File: src/sleep_pkg.sv
// Shared constants for the block sleep handshake and its register map
package sleep_pkg;
  localparam int NUM_SEG = 2;
  localparam int BLK_PER_SEG = 4;
  localparam int NUM_BLK = NUM_SEG * BLK_PER_SEG;
  // Register offsets (byte addresses, APB)
  localparam logic [7:0] OFS_SLEEP_EN = 8'h08;
  localparam logic [7:0] OFS_CLK_REQ_STS = 8'h0C;
  localparam logic [7:0] OFS_SYS_SLEEP = 8'h18;
  localparam logic [7:0] OFS_RESET_EN = 8'h40;
  localparam logic [7:0] OFS_STATUS = 8'h4C;
  // System sleep control fields
  localparam int SYS_STATE_LSB = 0;
  localparam int SYS_SLEEP_ALL_BIT = 3;
  localparam int SYS_SLEEP_DEBUG_BIT = 4;
  localparam int SYS_AUTO_CLR_BIT = 5;
  // Status register fields
  localparam int STS_SLEEPING_BIT = 1;
  localparam int STS_OSC_RUN_BIT = 2;
  // Debug command that reads the sleeping flag
  localparam logic [7:0] DBG_CMD_SLEEP_STS = 8'h07;
  // Reset values
  localparam logic [31:0] SLEEP_EN_RST = 32'h0000_0000;
  localparam logic [31:0] SYS_SLEEP_RST = 32'h0000_0000;
  localparam logic [31:0] RESET_EN_RST = 32'h0000_0000;
  // Wake pulse length in cycles
  localparam int WAKE_PULSE_CYC = 2;
  // Longest busy-to-idle time of a block
  localparam int BUSY_DRAIN_US = 1000;
  localparam int CLK_MHZ = 50;
  localparam int BUSY_DRAIN_CYC = BUSY_DRAIN_US * CLK_MHZ;
  // Chip sleep state encodings
  typedef enum logic [1:0] {
    heavy_sleep_1, heavy_sleep_2, heavy_sleep_3, deepest_sleep
  } sleep_state_e;
endpackage : sleep_pkg

File: src/sleep_if.sv
// Sleep handshake wires between the power manager and its blocks
`timescale 1ns/100ps
`default_nettype none
interface sleep_if;
  logic [sleep_pkg::NUM_BLK-1:0] sleep_req;
  logic [sleep_pkg::NUM_BLK-1:0] reset_on_sleep;
  logic [sleep_pkg::NUM_BLK-1:0] clk_req;
  logic [sleep_pkg::NUM_SEG-1:0] seg_clk_en;
  modport manager (
    output sleep_req,
    output reset_on_sleep,
    output seg_clk_en,
    input clk_req
  );
  modport blocks (
    input sleep_req,
    input reset_on_sleep,
    input seg_clk_en,
    output clk_req
  );
endinterface : sleep_if
`default_nettype wire

File: src/sync3.sv
// Three flip-flop synchroniser with agreement of the last two stages
`timescale 1ns/100ps
`default_nettype none
module sync3 #(
  parameter int W = 1
) (
  input wire logic pclk,
  input wire logic presetn,
  input wire logic [W-1:0] d,
  output logic [W-1:0] q
);
  logic [W-1:0] s1;
  logic [W-1:0] s2;
  logic [W-1:0] s3;
  // Shift chain; first stage feeds only the second
  always_ff @(posedge pclk or negedge presetn) begin
    if (!presetn) begin
      s1 <= '0;
      s2 <= '0;
      s3 <= '0;
    end else begin
      s1 <= d;
      s2 <= s1;
      s3 <= s2;
    end
  end
  // Output changes only where stages two and three agree
  always_ff @(posedge pclk or negedge presetn) begin
    if (!presetn) begin
      q <= '0;
    end else begin
      q <= (s2 & s3) | (q & (s2 | s3));
    end
  end
endmodule : sync3
`default_nettype wire

File: src/sleep_manager.sv
// Power manager end: sleep requests, clock gating and chip sleep control
// Contract
// - One sleep request per block, per segment
// - Blocks drive clock requests; manager watches them
// - Reset-on-sleep resets block entering sleep
// - Blocks raise clock request only asynchronously; here a work request rises from the registered busy flag on a pclk edge
// - Idle block holds clock request low
// - Idle block sleeps at once on request
// - Busy block finishes, drops request within 1 ms
// - Register accesses always serviced during sleep
// - Wake event momentarily clears all sleep enables
// - Sleep needs all asleep, no requests, instruction
// - Firmware selects sleep state before sleep instruction
// - Sleep all bit or every enable commands
// - Readable clock-required bit per block
// - Timers and PWMs drop request immediately
// - Oscillator runs only in heavy sleep 1
// - Oscillator routable to test clock output
// - Sleeping flag bit 1 via debug command 0x07
// - Any debugger processor access wakes chip
// - Sleep holds until wake, debug, or reset
// - Wake group turns clocks on, interrupts processor
// - Wake-only group restarts oscillator, no interrupt
// - Auto-clear drops sleep-all, debug on vector
`timescale 1ns/100ps
`default_nettype none
module sleep_manager (
  input wire logic pclk,
  input wire logic presetn,
  input wire logic psel,
  input wire logic penable,
  input wire logic pwrite,
  input wire logic [7:0] paddr,
  input wire logic [31:0] pwdata,
  output logic [31:0] prdata,
  output logic pready,
  output logic pslverr,
  sleep_if.manager sl,
  input wire logic cpu_sleep_insn,
  input wire logic cpu_int_vector,
  input wire logic wake_int_event,
  input wire logic wake_only_event,
  input wire logic dbg_cmd_valid,
  input wire logic [7:0] dbg_cmd,
  input wire logic dbg_cpu_access,
  input wire logic test_clk_sel,
  output logic [31:0] dbg_rdata,
  output logic cpu_irq,
  output logic osc_run,
  output logic test_clock_output,
  output logic chip_sleeping
);
  localparam int NB = sleep_pkg::NUM_BLK;
  localparam int BPS = sleep_pkg::BLK_PER_SEG;
  typedef enum {st_run, st_sleep, st_wake} chip_e;
  chip_e chip_st;
  logic [NB-1:0] sleep_en;
  logic [NB-1:0] reset_en;
  logic [5:0] sys_ctl;
  logic [NB-1:0] clk_req_s;
  logic [2:0] ev_s;
  logic [2:0] ev_q;
  logic [1:0] wake_cnt;
  logic osc_div;
  logic wr_en;
  logic wake_any;
  logic all_cmd;
  logic all_idle;

  // Byte offset match
  function automatic logic hit(input logic [7:0] a, input logic [7:0] o);
    return a == o;
  endfunction : hit

  // Asynchronous block requests and wake pins are synchronised
  sync3 #(.W(NB)) u_req (
    .pclk(pclk),
    .presetn(presetn),
    .d(sl.clk_req),
    .q(clk_req_s)
  );
  sync3 #(.W(3)) u_ev (
    .pclk(pclk),
    .presetn(presetn),
    .d({dbg_cpu_access, wake_only_event, wake_int_event}),
    .q(ev_s)
  );

  // Previous synced events; a held level wakes only once
  always_ff @(posedge pclk or negedge presetn) begin
    if (!presetn) begin
      ev_q <= '0;
    end else begin
      ev_q <= ev_s;
    end
  end

  // Decode
  assign wr_en = psel & penable & pwrite;
  assign wake_any = |(ev_s & ~ev_q);
  assign all_cmd = sys_ctl[sleep_pkg::SYS_SLEEP_ALL_BIT] | (&sleep_en);
  assign all_idle = ~|clk_req_s;

  // Sleep enables and reset enables
  always_ff @(posedge pclk or negedge presetn) begin
    if (!presetn) begin
      sleep_en <= sleep_pkg::SLEEP_EN_RST[NB-1:0];
      reset_en <= sleep_pkg::RESET_EN_RST[NB-1:0];
    end else if (wr_en) begin
      if (hit(paddr, sleep_pkg::OFS_SLEEP_EN)) begin
        sleep_en <= pwdata[NB-1:0];
      end
      if (hit(paddr, sleep_pkg::OFS_RESET_EN)) begin
        reset_en <= pwdata[NB-1:0];
      end
    end
  end

  // System sleep control with auto clear on vector
  always_ff @(posedge pclk or negedge presetn) begin
    if (!presetn) begin
      sys_ctl <= sleep_pkg::SYS_SLEEP_RST[5:0];
    end else if (wr_en && hit(paddr, sleep_pkg::OFS_SYS_SLEEP)) begin
      sys_ctl <= pwdata[5:0];
    end else if (cpu_int_vector && sys_ctl[sleep_pkg::SYS_AUTO_CLR_BIT]) begin
      sys_ctl[sleep_pkg::SYS_SLEEP_ALL_BIT] <= 1'b0;
      sys_ctl[sleep_pkg::SYS_SLEEP_DEBUG_BIT] <= 1'b0;
    end
  end

  // Chip sleep state machine
  always_ff @(posedge pclk or negedge presetn) begin
    if (!presetn) begin
      chip_st <= st_run;
      wake_cnt <= '0;
    end else begin
      case (chip_st)
        st_run: begin
          if (wake_any) begin
            chip_st <= st_wake;
            wake_cnt <= 2'(sleep_pkg::WAKE_PULSE_CYC - 1);
          end else if (all_cmd && all_idle && cpu_sleep_insn) begin
            chip_st <= st_sleep;
          end
        end
        st_sleep: begin
          if (wake_any) begin
            chip_st <= st_wake;
            wake_cnt <= 2'(sleep_pkg::WAKE_PULSE_CYC - 1);
          end
        end
        st_wake: begin
          if (wake_cnt == '0) begin
            chip_st <= st_run;
          end else begin
            wake_cnt <= wake_cnt - 2'd1;
          end
        end
        default: chip_st <= st_run;
      endcase
    end
  end

  // Sleep requests and reset-on-sleep; cleared during a wake pulse
  always_ff @(posedge pclk or negedge presetn) begin
    if (!presetn) begin
      sl.sleep_req <= '0;
      sl.reset_on_sleep <= '0;
    end else begin
      sl.sleep_req <= (chip_st == st_wake || wake_any) ? '0 :
        (sys_ctl[sleep_pkg::SYS_SLEEP_ALL_BIT] ? '1 : sleep_en);
      sl.reset_on_sleep <= reset_en & sl.sleep_req & ~clk_req_s;
    end
  end

  // Segment gating: every block asleep and idle
  always_ff @(posedge pclk or negedge presetn) begin
    if (!presetn) begin
      sl.seg_clk_en <= '1;
    end else begin
      for (int s = 0; s < sleep_pkg::NUM_SEG; s++) begin
        sl.seg_clk_en[s] <= ~(&(sl.sleep_req[s*BPS +: BPS]
          & ~clk_req_s[s*BPS +: BPS]));
      end
    end
  end

  // Oscillator run, test clock and sleeping flag
  always_ff @(posedge pclk or negedge presetn) begin
    if (!presetn) begin
      osc_run <= 1'b1;
      osc_div <= 1'b0;
      test_clock_output <= 1'b0;
      chip_sleeping <= 1'b0;
      cpu_irq <= 1'b0;
      dbg_rdata <= '0;
    end else begin
      osc_run <= chip_st != st_sleep || sys_ctl[1:0] ==
        2'(sleep_pkg::heavy_sleep_1) || ev_s[1];
      osc_div <= osc_div ^ osc_run;
      test_clock_output <= test_clk_sel & osc_div;
      chip_sleeping <= chip_st == st_sleep;
      cpu_irq <= ev_s[0];
      if (dbg_cmd_valid && dbg_cmd == sleep_pkg::DBG_CMD_SLEEP_STS) begin
        dbg_rdata <= 32'(chip_st == st_sleep) <<
          sleep_pkg::STS_SLEEPING_BIT;
      end
    end
  end

  // APB read path, zero wait state
  always_ff @(posedge pclk or negedge presetn) begin
    if (!presetn) begin
      prdata <= '0;
      pready <= 1'b0;
      pslverr <= 1'b0;
    end else begin
      pready <= psel & ~penable;
      pslverr <= 1'b0;
      prdata <= '0;
      if (psel && !penable && !pwrite) begin
        case (paddr)
          sleep_pkg::OFS_SLEEP_EN: prdata <= 32'(sleep_en);
          sleep_pkg::OFS_CLK_REQ_STS: prdata <= 32'(clk_req_s);
          sleep_pkg::OFS_SYS_SLEEP: prdata <= 32'(sys_ctl);
          sleep_pkg::OFS_RESET_EN: prdata <= 32'(reset_en);
          sleep_pkg::OFS_STATUS: prdata <= {29'h0, osc_run,
            chip_st == st_sleep, 1'b0};
          default: pslverr <= 1'b1;
        endcase
      end else if (psel && !penable) begin
        pslverr <= !(hit(paddr, sleep_pkg::OFS_SLEEP_EN) ||
          hit(paddr, sleep_pkg::OFS_SYS_SLEEP) ||
          hit(paddr, sleep_pkg::OFS_RESET_EN));
      end
    end
  end
endmodule : sleep_manager
`default_nettype wire

File: src/flat_wrapper.sv
// flat-port wrapper written by rule: the top's interface ports become plain ports
module sleep_manager_flat 
  (pclk, presetn, psel, penable, pwrite, paddr, pwdata, prdata, pready, pslverr, cpu_sleep_insn, cpu_int_vector, wake_int_event, wake_only_event, dbg_cmd_valid, dbg_cmd, dbg_cpu_access, test_clk_sel, dbg_rdata, cpu_irq, osc_run, test_clock_output, chip_sleeping, sl_sleep_req, sl_reset_on_sleep, sl_seg_clk_en, sl_clk_req);
  sleep_if sl_i ();
  input wire logic pclk;
  input wire logic presetn;
  input wire logic psel;
  input wire logic penable;
  input wire logic pwrite;
  input wire logic [7:0] paddr;
  input wire logic [31:0] pwdata;
  output logic [31:0] prdata;
  output logic pready;
  output logic pslverr;
  input wire logic cpu_sleep_insn;
  input wire logic cpu_int_vector;
  input wire logic wake_int_event;
  input wire logic wake_only_event;
  input wire logic dbg_cmd_valid;
  input wire logic [7:0] dbg_cmd;
  input wire logic dbg_cpu_access;
  input wire logic test_clk_sel;
  output logic [31:0] dbg_rdata;
  output logic cpu_irq;
  output logic osc_run;
  output logic test_clock_output;
  output logic chip_sleeping;
  output wire logic [$bits(sl_i.sleep_req)-1:0] sl_sleep_req;
  output wire logic [$bits(sl_i.reset_on_sleep)-1:0] sl_reset_on_sleep;
  output wire logic [$bits(sl_i.seg_clk_en)-1:0] sl_seg_clk_en;
  input wire logic [$bits(sl_i.clk_req)-1:0] sl_clk_req;
  assign sl_sleep_req = sl_i.sleep_req;
  assign sl_reset_on_sleep = sl_i.reset_on_sleep;
  assign sl_seg_clk_en = sl_i.seg_clk_en;
  assign sl_i.clk_req = sl_clk_req;
  sleep_manager u_core (.pclk(pclk), .presetn(presetn), .psel(psel), .penable(penable), .pwrite(pwrite), .paddr(paddr), .pwdata(pwdata), .prdata(prdata), .pready(pready), .pslverr(pslverr), .sl(sl_i), .cpu_sleep_insn(cpu_sleep_insn), .cpu_int_vector(cpu_int_vector), .wake_int_event(wake_int_event), .wake_only_event(wake_only_event), .dbg_cmd_valid(dbg_cmd_valid), .dbg_cmd(dbg_cmd), .dbg_cpu_access(dbg_cpu_access), .test_clk_sel(test_clk_sel), .dbg_rdata(dbg_rdata), .cpu_irq(cpu_irq), .osc_run(osc_run), .test_clock_output(test_clock_output), .chip_sleeping(chip_sleeping));
endmodule
File: config.mk
export PLATFORM = sky130hd
export DESIGN_NAME = sleep_manager_flat
export DESIGN_NICKNAME = d
export VERILOG_FILES = /design/src/sleep_pkg.sv /design/src/sleep_if.sv /design/src/sync3.sv /design/src/sleep_manager.sv /design/src/flat_wrapper.sv
export SDC_FILE = /design/constraint.sdc
export NUM_CORES = 1
export LEC_CHECK = 0
export ABC_AREA = 1
export BUFFER_PORTS_ARGS = -buffer_cell sky130_fd_sc_hd__buf_2
export CORE_MARGIN = 2
export CORE_UTILIZATION = 50
export DETAILED_ROUTE_END_ITERATION = 8
export GPL_TIMING_DRIVEN = 0
export MAX_ROUTING_LAYER = met4
export PLACE_DENSITY = 0.8
export SETUP_SLACK_MARGIN = 0.15
export SLEW_MARGIN = 20
export SYNTH_ARGS = -nofsm -noshare
export SYNTH_HDL_FRONTEND = slang
export SYNTH_HIERARCHICAL = 1
export SYNTH_SLANG_ARGS = --single-unit
File: constraint.sdc
create_clock -name pclk -period 1.3 [get_ports pclk]
set_input_delay 0.195 -clock pclk [delete_from_list [all_inputs] [get_ports pclk]]
set_output_delay 0.195 -clock pclk [all_outputs]
set_load 0.03 [all_outputs]
==> results_dict.tcl, run 1 <==
set metrics [dict create \
    fin_total_pwr_uw 6910 \
    rsz0062_at_grt "yes" \
    reg2reg_depth 6 \
    fin_crit_ns 1.25 \
    die_w_um 99.5 \
    ios 156 \
    status "finished, final reports clean" \
    gp_congestion 0.819 \
    fin_skew_ns 0.00990 \
    ant_nets 0 \
    total_leakage_power_uw 0.00318 \
    place_area_mm2 0.00531 \
    final_cell_mix "dfrtp_1, nand2_1, buf_4" \
    clk_latency_ns 0.36 \
    netlist_area_mm2 0.00456 \
    num_antenna_cells 0 \
    critPathBufInv 1 \
    drc 0 \
    cts_sinks 106 \
    hold_violations 0 \
    dp_slack_ns -0.0431 \
    fillers 645 \
    io_buffers 76 \
    cts_root_buf "clkbuf_8" \
    fmax_mhz 802 \
    crit_required_ns 1.11 \
    cts_buffers 9 \
    yosysUniqueCellTypes 27 \
    critPathMaxFanout 2 \
    crit_arrival_ns 1.05 \
    clk_pin_slew_worst_paths_ns 0.10 \
    first_pass_iters 7 \
    die_h_um 99.5 \
    placed_cells_incl_taps 706 \
    synth-seq-area-share_pct 58.3 \
    worstSetupEndpoint "osc_run" \
    drt_iter0_markers 223 \
    grt_max_degree 87 \
    syn-instance-count 467 \
    ir_worst_vdd_mv 0.504 \
    syn_avg_cell_area_um2 9.76 \
    startpoint_type "flip-flop" \
    rows 34 \
    fp.coreArea_mm2 0.00876 \
    grt_pass1_wl_um 15200 \
    start_util_pct 52.0 \
    layout_setup_ws_ns 0.0532 \
    grt_use_total_pct 20.3 \
    final_area_mm2 0.00590 \
    r2r-start "u_core/chip_st[0]" \
    drv_slew 0 \
    cts.htree.levels 3 \
    critPathKind "reg2out" \
    powerDensity_mw_per_mm2 1170 \
    drive_gt1_share_pct 35.1 \
    fin_cells 749 \
    cts_tree "yes" \
    rrSetupSlack_ns 0.11 \
    cp_top_family "flip-flops" \
    yosys_warnings 6 \
    period_share_pct 95.9 \
    path_cells "buf_6" \
    routed_wl_um 9780 \
    grt_pass1_vias 3218 \
    cpMaxStageDelayCell "dfstp_2" \
    hold_start "test_clk_sel" \
    gr-total-overflow 0 \
    via_count 3468 \
    detail_route.wl_per_cell_um 13.1 \
    setup.worst_path.start "u_core/osc_run" \
    r2r-end "u_core/wake_cnt[1]" \
    critical_path_cell_count 1 \
    die_area_mm2 0.00989 \
    synth_seq_cells 106 \
    endpoint_kind "output port" \
    cts_max_path_buffers 2 \
    final_common_cell "dfrtp_1" \
    fin_util_pct 67.3 \
    dpl.hpwl_um 6890 \
    setup_viol 0 \
    max_stage_delay_ns 0.56 \
    hold_path.class "in2reg" \
    via_per_inst 4.63 \
    antenna_found_initial 0 \
    nets 705 \
    area_delta_synth_final_pct 29.4 \
    cap_violations 0 \
]
==> layer usage <==
metal,routed length (µm),track usage (%),share of wire [%],vias up
li1,-,-,-,1676
met1,3940,25.9,40,1613
met2,4800,32.4,49,150
met3,740,3.65,7.6,29
met4,295,8.11,3.0,0
met5,0,-,0,-
==> logic make-up (layout without fill, tap and decap cells) <==
logic type / after synthesis / in the layout / synth area share (%)
xor+xnor: 1 / 1 / 0.192
other cells: 1 / 55 / 0.0823
buf+inv: 110 / 230 / 14.1
compound gates: 43 / 43 / 6.59
flops: 106 / 106 / 58.3
fa+ha+maj: 1 / 1 / 0.275
simple gates: 205 / 205 / 20.5
==> tightest hold or removal path, cell delays in order <==
cell and delay (ns):
buf_2 0.08, nand2_1 0.04, inv_1 0.04
==> synth_stat cells <==
library cell,n,area [µm²]
conb_1,1,3.75
nor3b_1,1,7.51
inv_1,51,191
dfstp_2,3,78.8
nand4_1,6,37.5
buf_6,3,33.8
nor2_2,3,18.8
o21ai_2,22,193
nand3_1,18,90.1
nor4b_1,2,17.5
nand2_2,5,31.3
nor2_8,1,20.0
clkbuf_1,1,3.75
nand2_4,2,22.5
ha_1,1,12.5
nor3_1,3,15.0
o21ai_1,1,5.00
nand3_2,3,30.0
xor2_1,1,8.76
dfrtp_1,103,2580
nor2_4,5,56.3
buf_4,55,413
o21ai_0,3,15.0
nand2_1,90,338
a21oi_1,16,80.1
o31ai_1,1,7.51
nor2_1,66,248
==> worst min-delay path by stage <==
stage,depth (start not counted),slack [ns],endpoint
floorplan,0,-0.10,u_core/chip_sleeping
global placement,1,0.30,u_core/u_ev/s1[0]
detailed placement,1,0.05,u_core/u_ev/s1[2]
CTS,3,0.01,u_core/test_clock_output
global route,2,0.02,u_core/pready
finish,3,0.02,u_core/test_clock_output
==> metrics by stage <==
stage | hold WS [ns] | setup TNS [ns]
3_5_place_dp | 0.0537 | -0.203
6_report | 0.0191 | 0
2_1_floorplan | -0.101 | 0
5_1_grt | 0.0172 | 0
3_3_place_gp | 0.303 | -104.20
4_1_cts | 0.0106 | 0
==> sequential cells by signal, summed over array words and instances, names as in the netlist, 6 cells and up <==
signal,count
u_core/prdata,8
u_core/reset_en,8
u_core/sl.reset_on_sleep,8
u_core/sl.sleep_req,8
u_core/sleep_en,8
u_core/sys_ctl,6
u_core/u_req/q,8
u_core/u_req/s1,8
u_core/u_req/s2,8
u_core/u_req/s3,8
==> timing repair <==
| item | in CTS | in global routing |
|---|---|---|
| endpoints found under the setup margin | 22 | 30 |
| endpoints found under the hold margin | 31 | 0 |
| buffers inserted | 3 | 12 |
| gates resized for setup | 19 | 33 |
| pin swaps | 0 | 3 |
| hold buffers | 12 | 0 |
==> power breakdown <==
part / leakage, µW / switching [µW] / internal [µW]
Sequential: 0.00135 / 128 / 3460
Clock: 0.000107 / 1150 / 925
Combinational: 0.00172 / 763 / 484
Total: 0.00318 / 2040 / 4870
==> final cells by class <==
| cell class | instances | area (µm²) | area share, % |
|---|---|---|---|
| clock inverters | 7 | 81.3 | 1.38 |
| plain buffers | 59 | 452 | 7.66 |
| repair buffers | 104 | 732 | 12.4 |
| inverters | 51 | 191 | 3.25 |
| multi-input cells | 305 | 1520 | 25.8 |
| clock buffers | 9 | 124 | 2.10 |
| well taps | 108 | 135 | 2.29 |
| flip-flops and latches | 106 | 2660 | 45.1 |
No activity file was read; power rests on OpenSTA's default activity.
==> run 2: changes to the inputs <==
Settings changed: BUFFER_PORTS_ARGS -buffer_cell sky130_fd_sc_hd__buf_2 to -buffer_cell sky130_fd_sc_hd__buf_4.
==> run 2 against run 1 <==
Against the previous run:
- sequential share of layout area is 1.0 points lower
- final cell count unchanged
- critical endpoint unchanged
- largest power group unchanged
- critical path type unchanged
- combinational power about the same
==> results_dict.tcl, run 2 (synthesis gave the netlist of run 1 again) <==
set metrics [dict create \
    crit_required_ns 1.11 \
    whs_ns 0.0118 \
    via_per_inst 4.66 \
    die_area_mm2 0.00989 \
    drv_slew 0 \
    fp.coreArea_mm2 0.00876 \
    setup.worst_path.start "u_core/osc_run" \
    cpMaxStageDelayCell "dfstp_2" \
    rsz0062_at_grt "yes" \
    fin_skew_ns 0.0148 \
    hold_path.class "in2reg" \
    antenna_found_initial 0 \
    cts_tree "yes" \
    grt_max_degree 107 \
    max_stage_delay_ns 0.57 \
    endpoint_kind "output port" \
    cts_max_path_buffers 2 \
    gp_congestion 0.835 \
    setup_tns_ns 0 \
    total_leakage_power_uw 0.00320 \
    ios 156 \
    routed_wl_um 9740 \
    ant_nets 0 \
    switching_power_uw 2050 \
    area_delta_synth_final_pct 32.2 \
    final_common_cell "buf_4" \
    clk_pin_slew_worst_paths_ns 0.10 \
    start_util_pct 52.0 \
    r2r-start "u_core/u_req/q[2]" \
    period_share_pct 96.5 \
    fin_crit_ns 1.26 \
    internal-power_uw 4750 \
    clk_latency_ns 0.37 \
    critPathMaxFanout 2 \
    detail_route.wl_per_cell_um 13.0 \
    nets 705 \
    cts.htree.levels 3 \
    dpl.hpwl_um 6610 \
    ir_worst_vdd_mv 0.845 \
    p_clk_share_pct 28.7 \
    cp_top_family "flip-flops" \
    setup_viol 0 \
    rows 34 \
    die_h_um 99.5 \
    tightest_slew_ns 0.735 \
    combPwrFrac_pct 18.5 \
    io_buffers 76 \
    powerDensity_mw_per_mm2 1130 \
    grt_use_total_pct 19.8 \
    drt_iter0_markers 387 \
    cts_root_buf "clkbuf_8" \
    hold_violations 0 \
    seqPwrFrac_pct 52.8 \
    drc 0 \
    cts_sinks 106 \
    critPathBufInv 1 \
    grt_pass1_vias 3173 \
    final_cell_mix "buf_4, dfrtp_1, nand2_1" \
    path_cells "buf_6" \
    num_antenna_cells 0 \
    first_pass_iters 5 \
    maxSlewHeadroom_pct 51.0 \
    swShare_pct 30.2 \
    fmax_mhz 797 \
    crit_arrival_ns 1.06 \
    drive_gt1_share_pct 34.9 \
    critPathKind "reg2out" \
    cap_violations 0 \
    via_count 3494 \
    hold_start "test_clk_sel" \
    cts_buffers 9 \
    die_w_um 99.5 \
    gr-total-overflow 0 \
    status "finished, final reports clean" \
    grt_pass1_wl_um 14800 \
    startpoint_type "flip-flop" \
]
==> run 2: layout make-up <==
class                           instances  area [µm²]
Fill cell                             633        2740
Clock buffer                           10         138
Timing Repair Buffer                  104         866
Multi-Input combinational cell        305        1530
Inverter                               51         191
Sequential cell                       106        2660
Buffer                                 59         452
Clock inverter                          6        56.3
Tap cell                              108         135
==> run 2: stage by stage <==
step | cells | power (µW) | area [µm²] | utilization, % | setup WS (ns)
after global placement | 705 | 4530 | 5460 | 62.4 | -0.0264
after CTS | 742 | 6580 | 5890 | 67.2 | 0.0385
final | 749 | 6800 | 6020 | 68.7 | 0.0449
after detailed placement | 705 | 4590 | 5470 | 62.4 | -0.0538
after floorplan | 521 | 4280 | 4760 | - | 0.216
after global routing | 749 | 7080 | 6020 | 68.7 | 0.0229
==> run 2: timing repair <==
item	CTS	global route
endpoints found under the hold margin	115	0
hold buffers	13	0
resized for setup	11	22
pin swaps	0	3
setup buffers	8	7
setup endpoints to repair	18	129
==> run 2: worst paths after layout <==
path	slack [ns]	depth (start not counted)	endpoint
max in group asynchronous	0.34	2	u_core/prdata[7]
min in group asynchronous	0.44	2	u_core/u_ev/q[2]
hold / removal	0.01	3	u_core/test_clock_output
setup reg to reg	0.10	5	u_core/chip_st[0]
setup / recovery	0.04	1	osc_run
hold reg to reg	0.36	0	u_core/u_ev/s2[0]
==> run 2: routing by layer <==
layer  up-vias  part of all wire, %  routed length [µm]  track usage, %
met2       146                   50                4870            31.2
met3        20                  7.0                 679            4.08
met1      1645                   41                3960            25.1
met5         -                    0                   0               -
met4         0                  2.4                 238            8.75
li1       1683                    -                   -               -
==> run 2: power by group through the flow <==
stage	Clock (µW)	Combinational, µW	Sequential [µW]
after floorplan	0	647	3630
after global routing	2130	1340	3610
after detailed placement	0	951	3640
after global placement	0	902	3630
final	1950	1260	3590
after CTS	1980	1020	3570
==> run 3: changes to the inputs <==
Settings changed: CORE_UTILIZATION 50 to 45, PLACE_DENSITY 0.8 to 0.76.
Clock period 1.3 ns to 1 ns, I/O delays scaled along.
==> run 3 against run 2 <==
Against the previous run:
- the run now ends with hold timing, setup timing left
- die area grew 11%
- clock-buffer cell count down 1
- final cell count up 7.2%
- critical path depth rose by 4
- combinational power up 62%
- via count increased by 6.7%
- clock skew decreased by 0.0042 ns
- sequential power increased by 31%
==> results_dict.tcl, run 3 (synthesis gave the netlist of run 1 again) <==
set metrics [dict create \
    cts.htree.levels 3 \
    crit_arrival_ns 1.58 \
    r2r-end "u_core/chip_st[0]" \
    rrSetupSlack_ns -0.28 \
    fp.coreArea_mm2 0.00982 \
    io_buffers 76 \
    powerDensity_mw_per_mm2 1410 \
    maxSlewHeadroom_pct 37.6 \
    area_delta_synth_final_pct 50.9 \
    routed_wl_um 11500 \
    startpoint_type "flip-flop" \
    die_h_um 105 \
    ant_nets 0 \
    nets 734 \
    cts_root_buf "clkbuf_8" \
    cts_sinks 106 \
    hold_violations 103 \
    drt_iter0_markers 232 \
    critPathKind "reg2reg" \
    endpoint_kind "flip-flop" \
    status "complete, but fails checks" \
    whs_ns -0.132 \
    fmax_mhz 779 \
    grt_max_degree 107 \
    drc 0 \
    grt_pass1_wl_um 15700 \
    multi_input_area_mm2 0.00184 \
    crit_required_ns 1.30 \
    die_area_mm2 0.0109 \
    dpl.hpwl_um 6440 \
    grt_use_total_pct 18.6 \
    num_antenna_cells 0 \
    regArea_mm2 0.00267 \
    drive_gt1_share_pct 51.0 \
    start_util_pct 46.4 \
    gr-total-overflow 0 \
    period_share_pct 128 \
    hold_buffers 13 \
    detail_route.wl_per_cell_um 14.3 \
    via_per_inst 4.64 \
    antenna_found_initial 0 \
    fillers 662 \
    grt_pass1_vias 3346 \
    cts_tree "yes" \
    cap_violations 0 \
    tightest_slew_ns 0.935 \
    via_count 3728 \
    gp_congestion 0.817 \
    clk_latency_ns 0.36 \
    ir_worst_vdd_mv 0.755 \
    fin_skew_ns 0.0106 \
    setup_tns_ns -2.90 \
    final_cell_mix "buf_4, dfrtp_1, nand2_1" \
    rsz0062_at_grt "yes" \
    total_leakage_power_uw 0.00349 \
    layout_setup_ws_ns -0.283 \
    die_w_um 105 \
    cts_max_path_buffers 2 \
    reg2reg_depth 5 \
    hold_path.class "in2async" \
    rows 36 \
    drv_slew 0 \
    final_common_cell "buf_4" \
    setup_viol 42 \
    fin_crit_ns 1.28 \
    r2r-start "u_core/u_req/q[2]" \
    critPathMaxFanout 2 \
    first_pass_iters 4 \
    clk_pin_slew_worst_paths_ns 0.11 \
    violations "hold timing, setup timing" \
    ios 156 \
    cts_buffers 9 \
]
run 3: cell count changes in the layout (fill, tap and decap cells not counted), moves of 10 or more:
cell     previous run  this run
dfrtp_1           103        90
buf_6              15        51
nor2_2              4        15
buf_4             133       121
nor2_1             64        39
nand2_1            87        66
nand2_2             7        23
inv_2               3        13
inv_1              48        33
dfrtp_2             0        13
nor2_4              6        20
run 3: how the worst max path moves through the flow:
stage / start / endpoint / slack [ns] / cells after the start
after floorplan: paddr[1] / u_core/reset_en[6] / 0.009 / 7
after detailed placement: paddr[1] / u_core/reset_en[7] / -0.31 / 8
after global placement: presetn / u_core/sl.sleep_req[6] / -0.39 / 1
after global routing: u_core/u_req/q[2] / u_core/chip_st[0] / -0.38 / 5
after CTS: u_core/osc_run / osc_run / -0.23 / 1
final: u_core/u_req/q[2] / u_core/chip_st[0] / -0.28 / 5
run 3: repair_timing:
item | CTS | global route
pin swaps | 23 | 30
endpoints found under the setup margin | 62 | 73
setup buffers | 23 | 20
cloned | 1 | 0
gates resized for setup | 64 | 92
hold endpoints to repair | 116 | 67
run 3: layer usage:
metal	GRT usage (%)	share of wire (%)
met5	-	0
met4	5.62	2.9
met2	31.1	50
met1	22.7	40
met3	3.93	7.2
run 3: cell type report:
type                            instances  area share [%]
Clock inverter                          7            1.55
Clock buffer                            9            1.80
Buffer                                 59            6.88
Tap cell                              133            2.42
Timing Repair Buffer                  133            18.6
Sequential cell                       106            38.9
Inverter                               51            3.15
Multi-Input combinational cell        305            26.8
run 3: power by group:
group / total [µW] / leakage, µW / switching [µW] / internal (µW)
clock: 3000 / 0.000117 / 1540 / 1460
combinational: 2040 / 0.00204 / 1180 / 861
sequential: 4690 / 0.00134 / 189 / 4510
run 3: metrics by stage:
step / utilization [%] / power, µW / setup slack [ns] / cells / instance area (µm²)
5_1_grt: 70.0 / 10100 / -0.379 / 803 / 6870
2_1_floorplan: - / 5630 / 0.00915 / 521 / 4870
6_report: 70.0 / 9730 / -0.283 / 803 / 6870
3_3_place_gp: 57.1 / 5980 / -0.386 / 730 / 5610
3_5_place_dp: 57.1 / 6040 / -0.308 / 730 / 5610
4_1_cts: 65.0 / 9290 / -0.226 / 783 / 6390
run 3: worst max-delay path: stages (launching register included):
cell and delay (ns):
dfrtp_2 0.45, nor2_2 0.11, nand4_1 0.11, nor2_1 0.22
nand2_1 0.18, a21oi_2 0.15
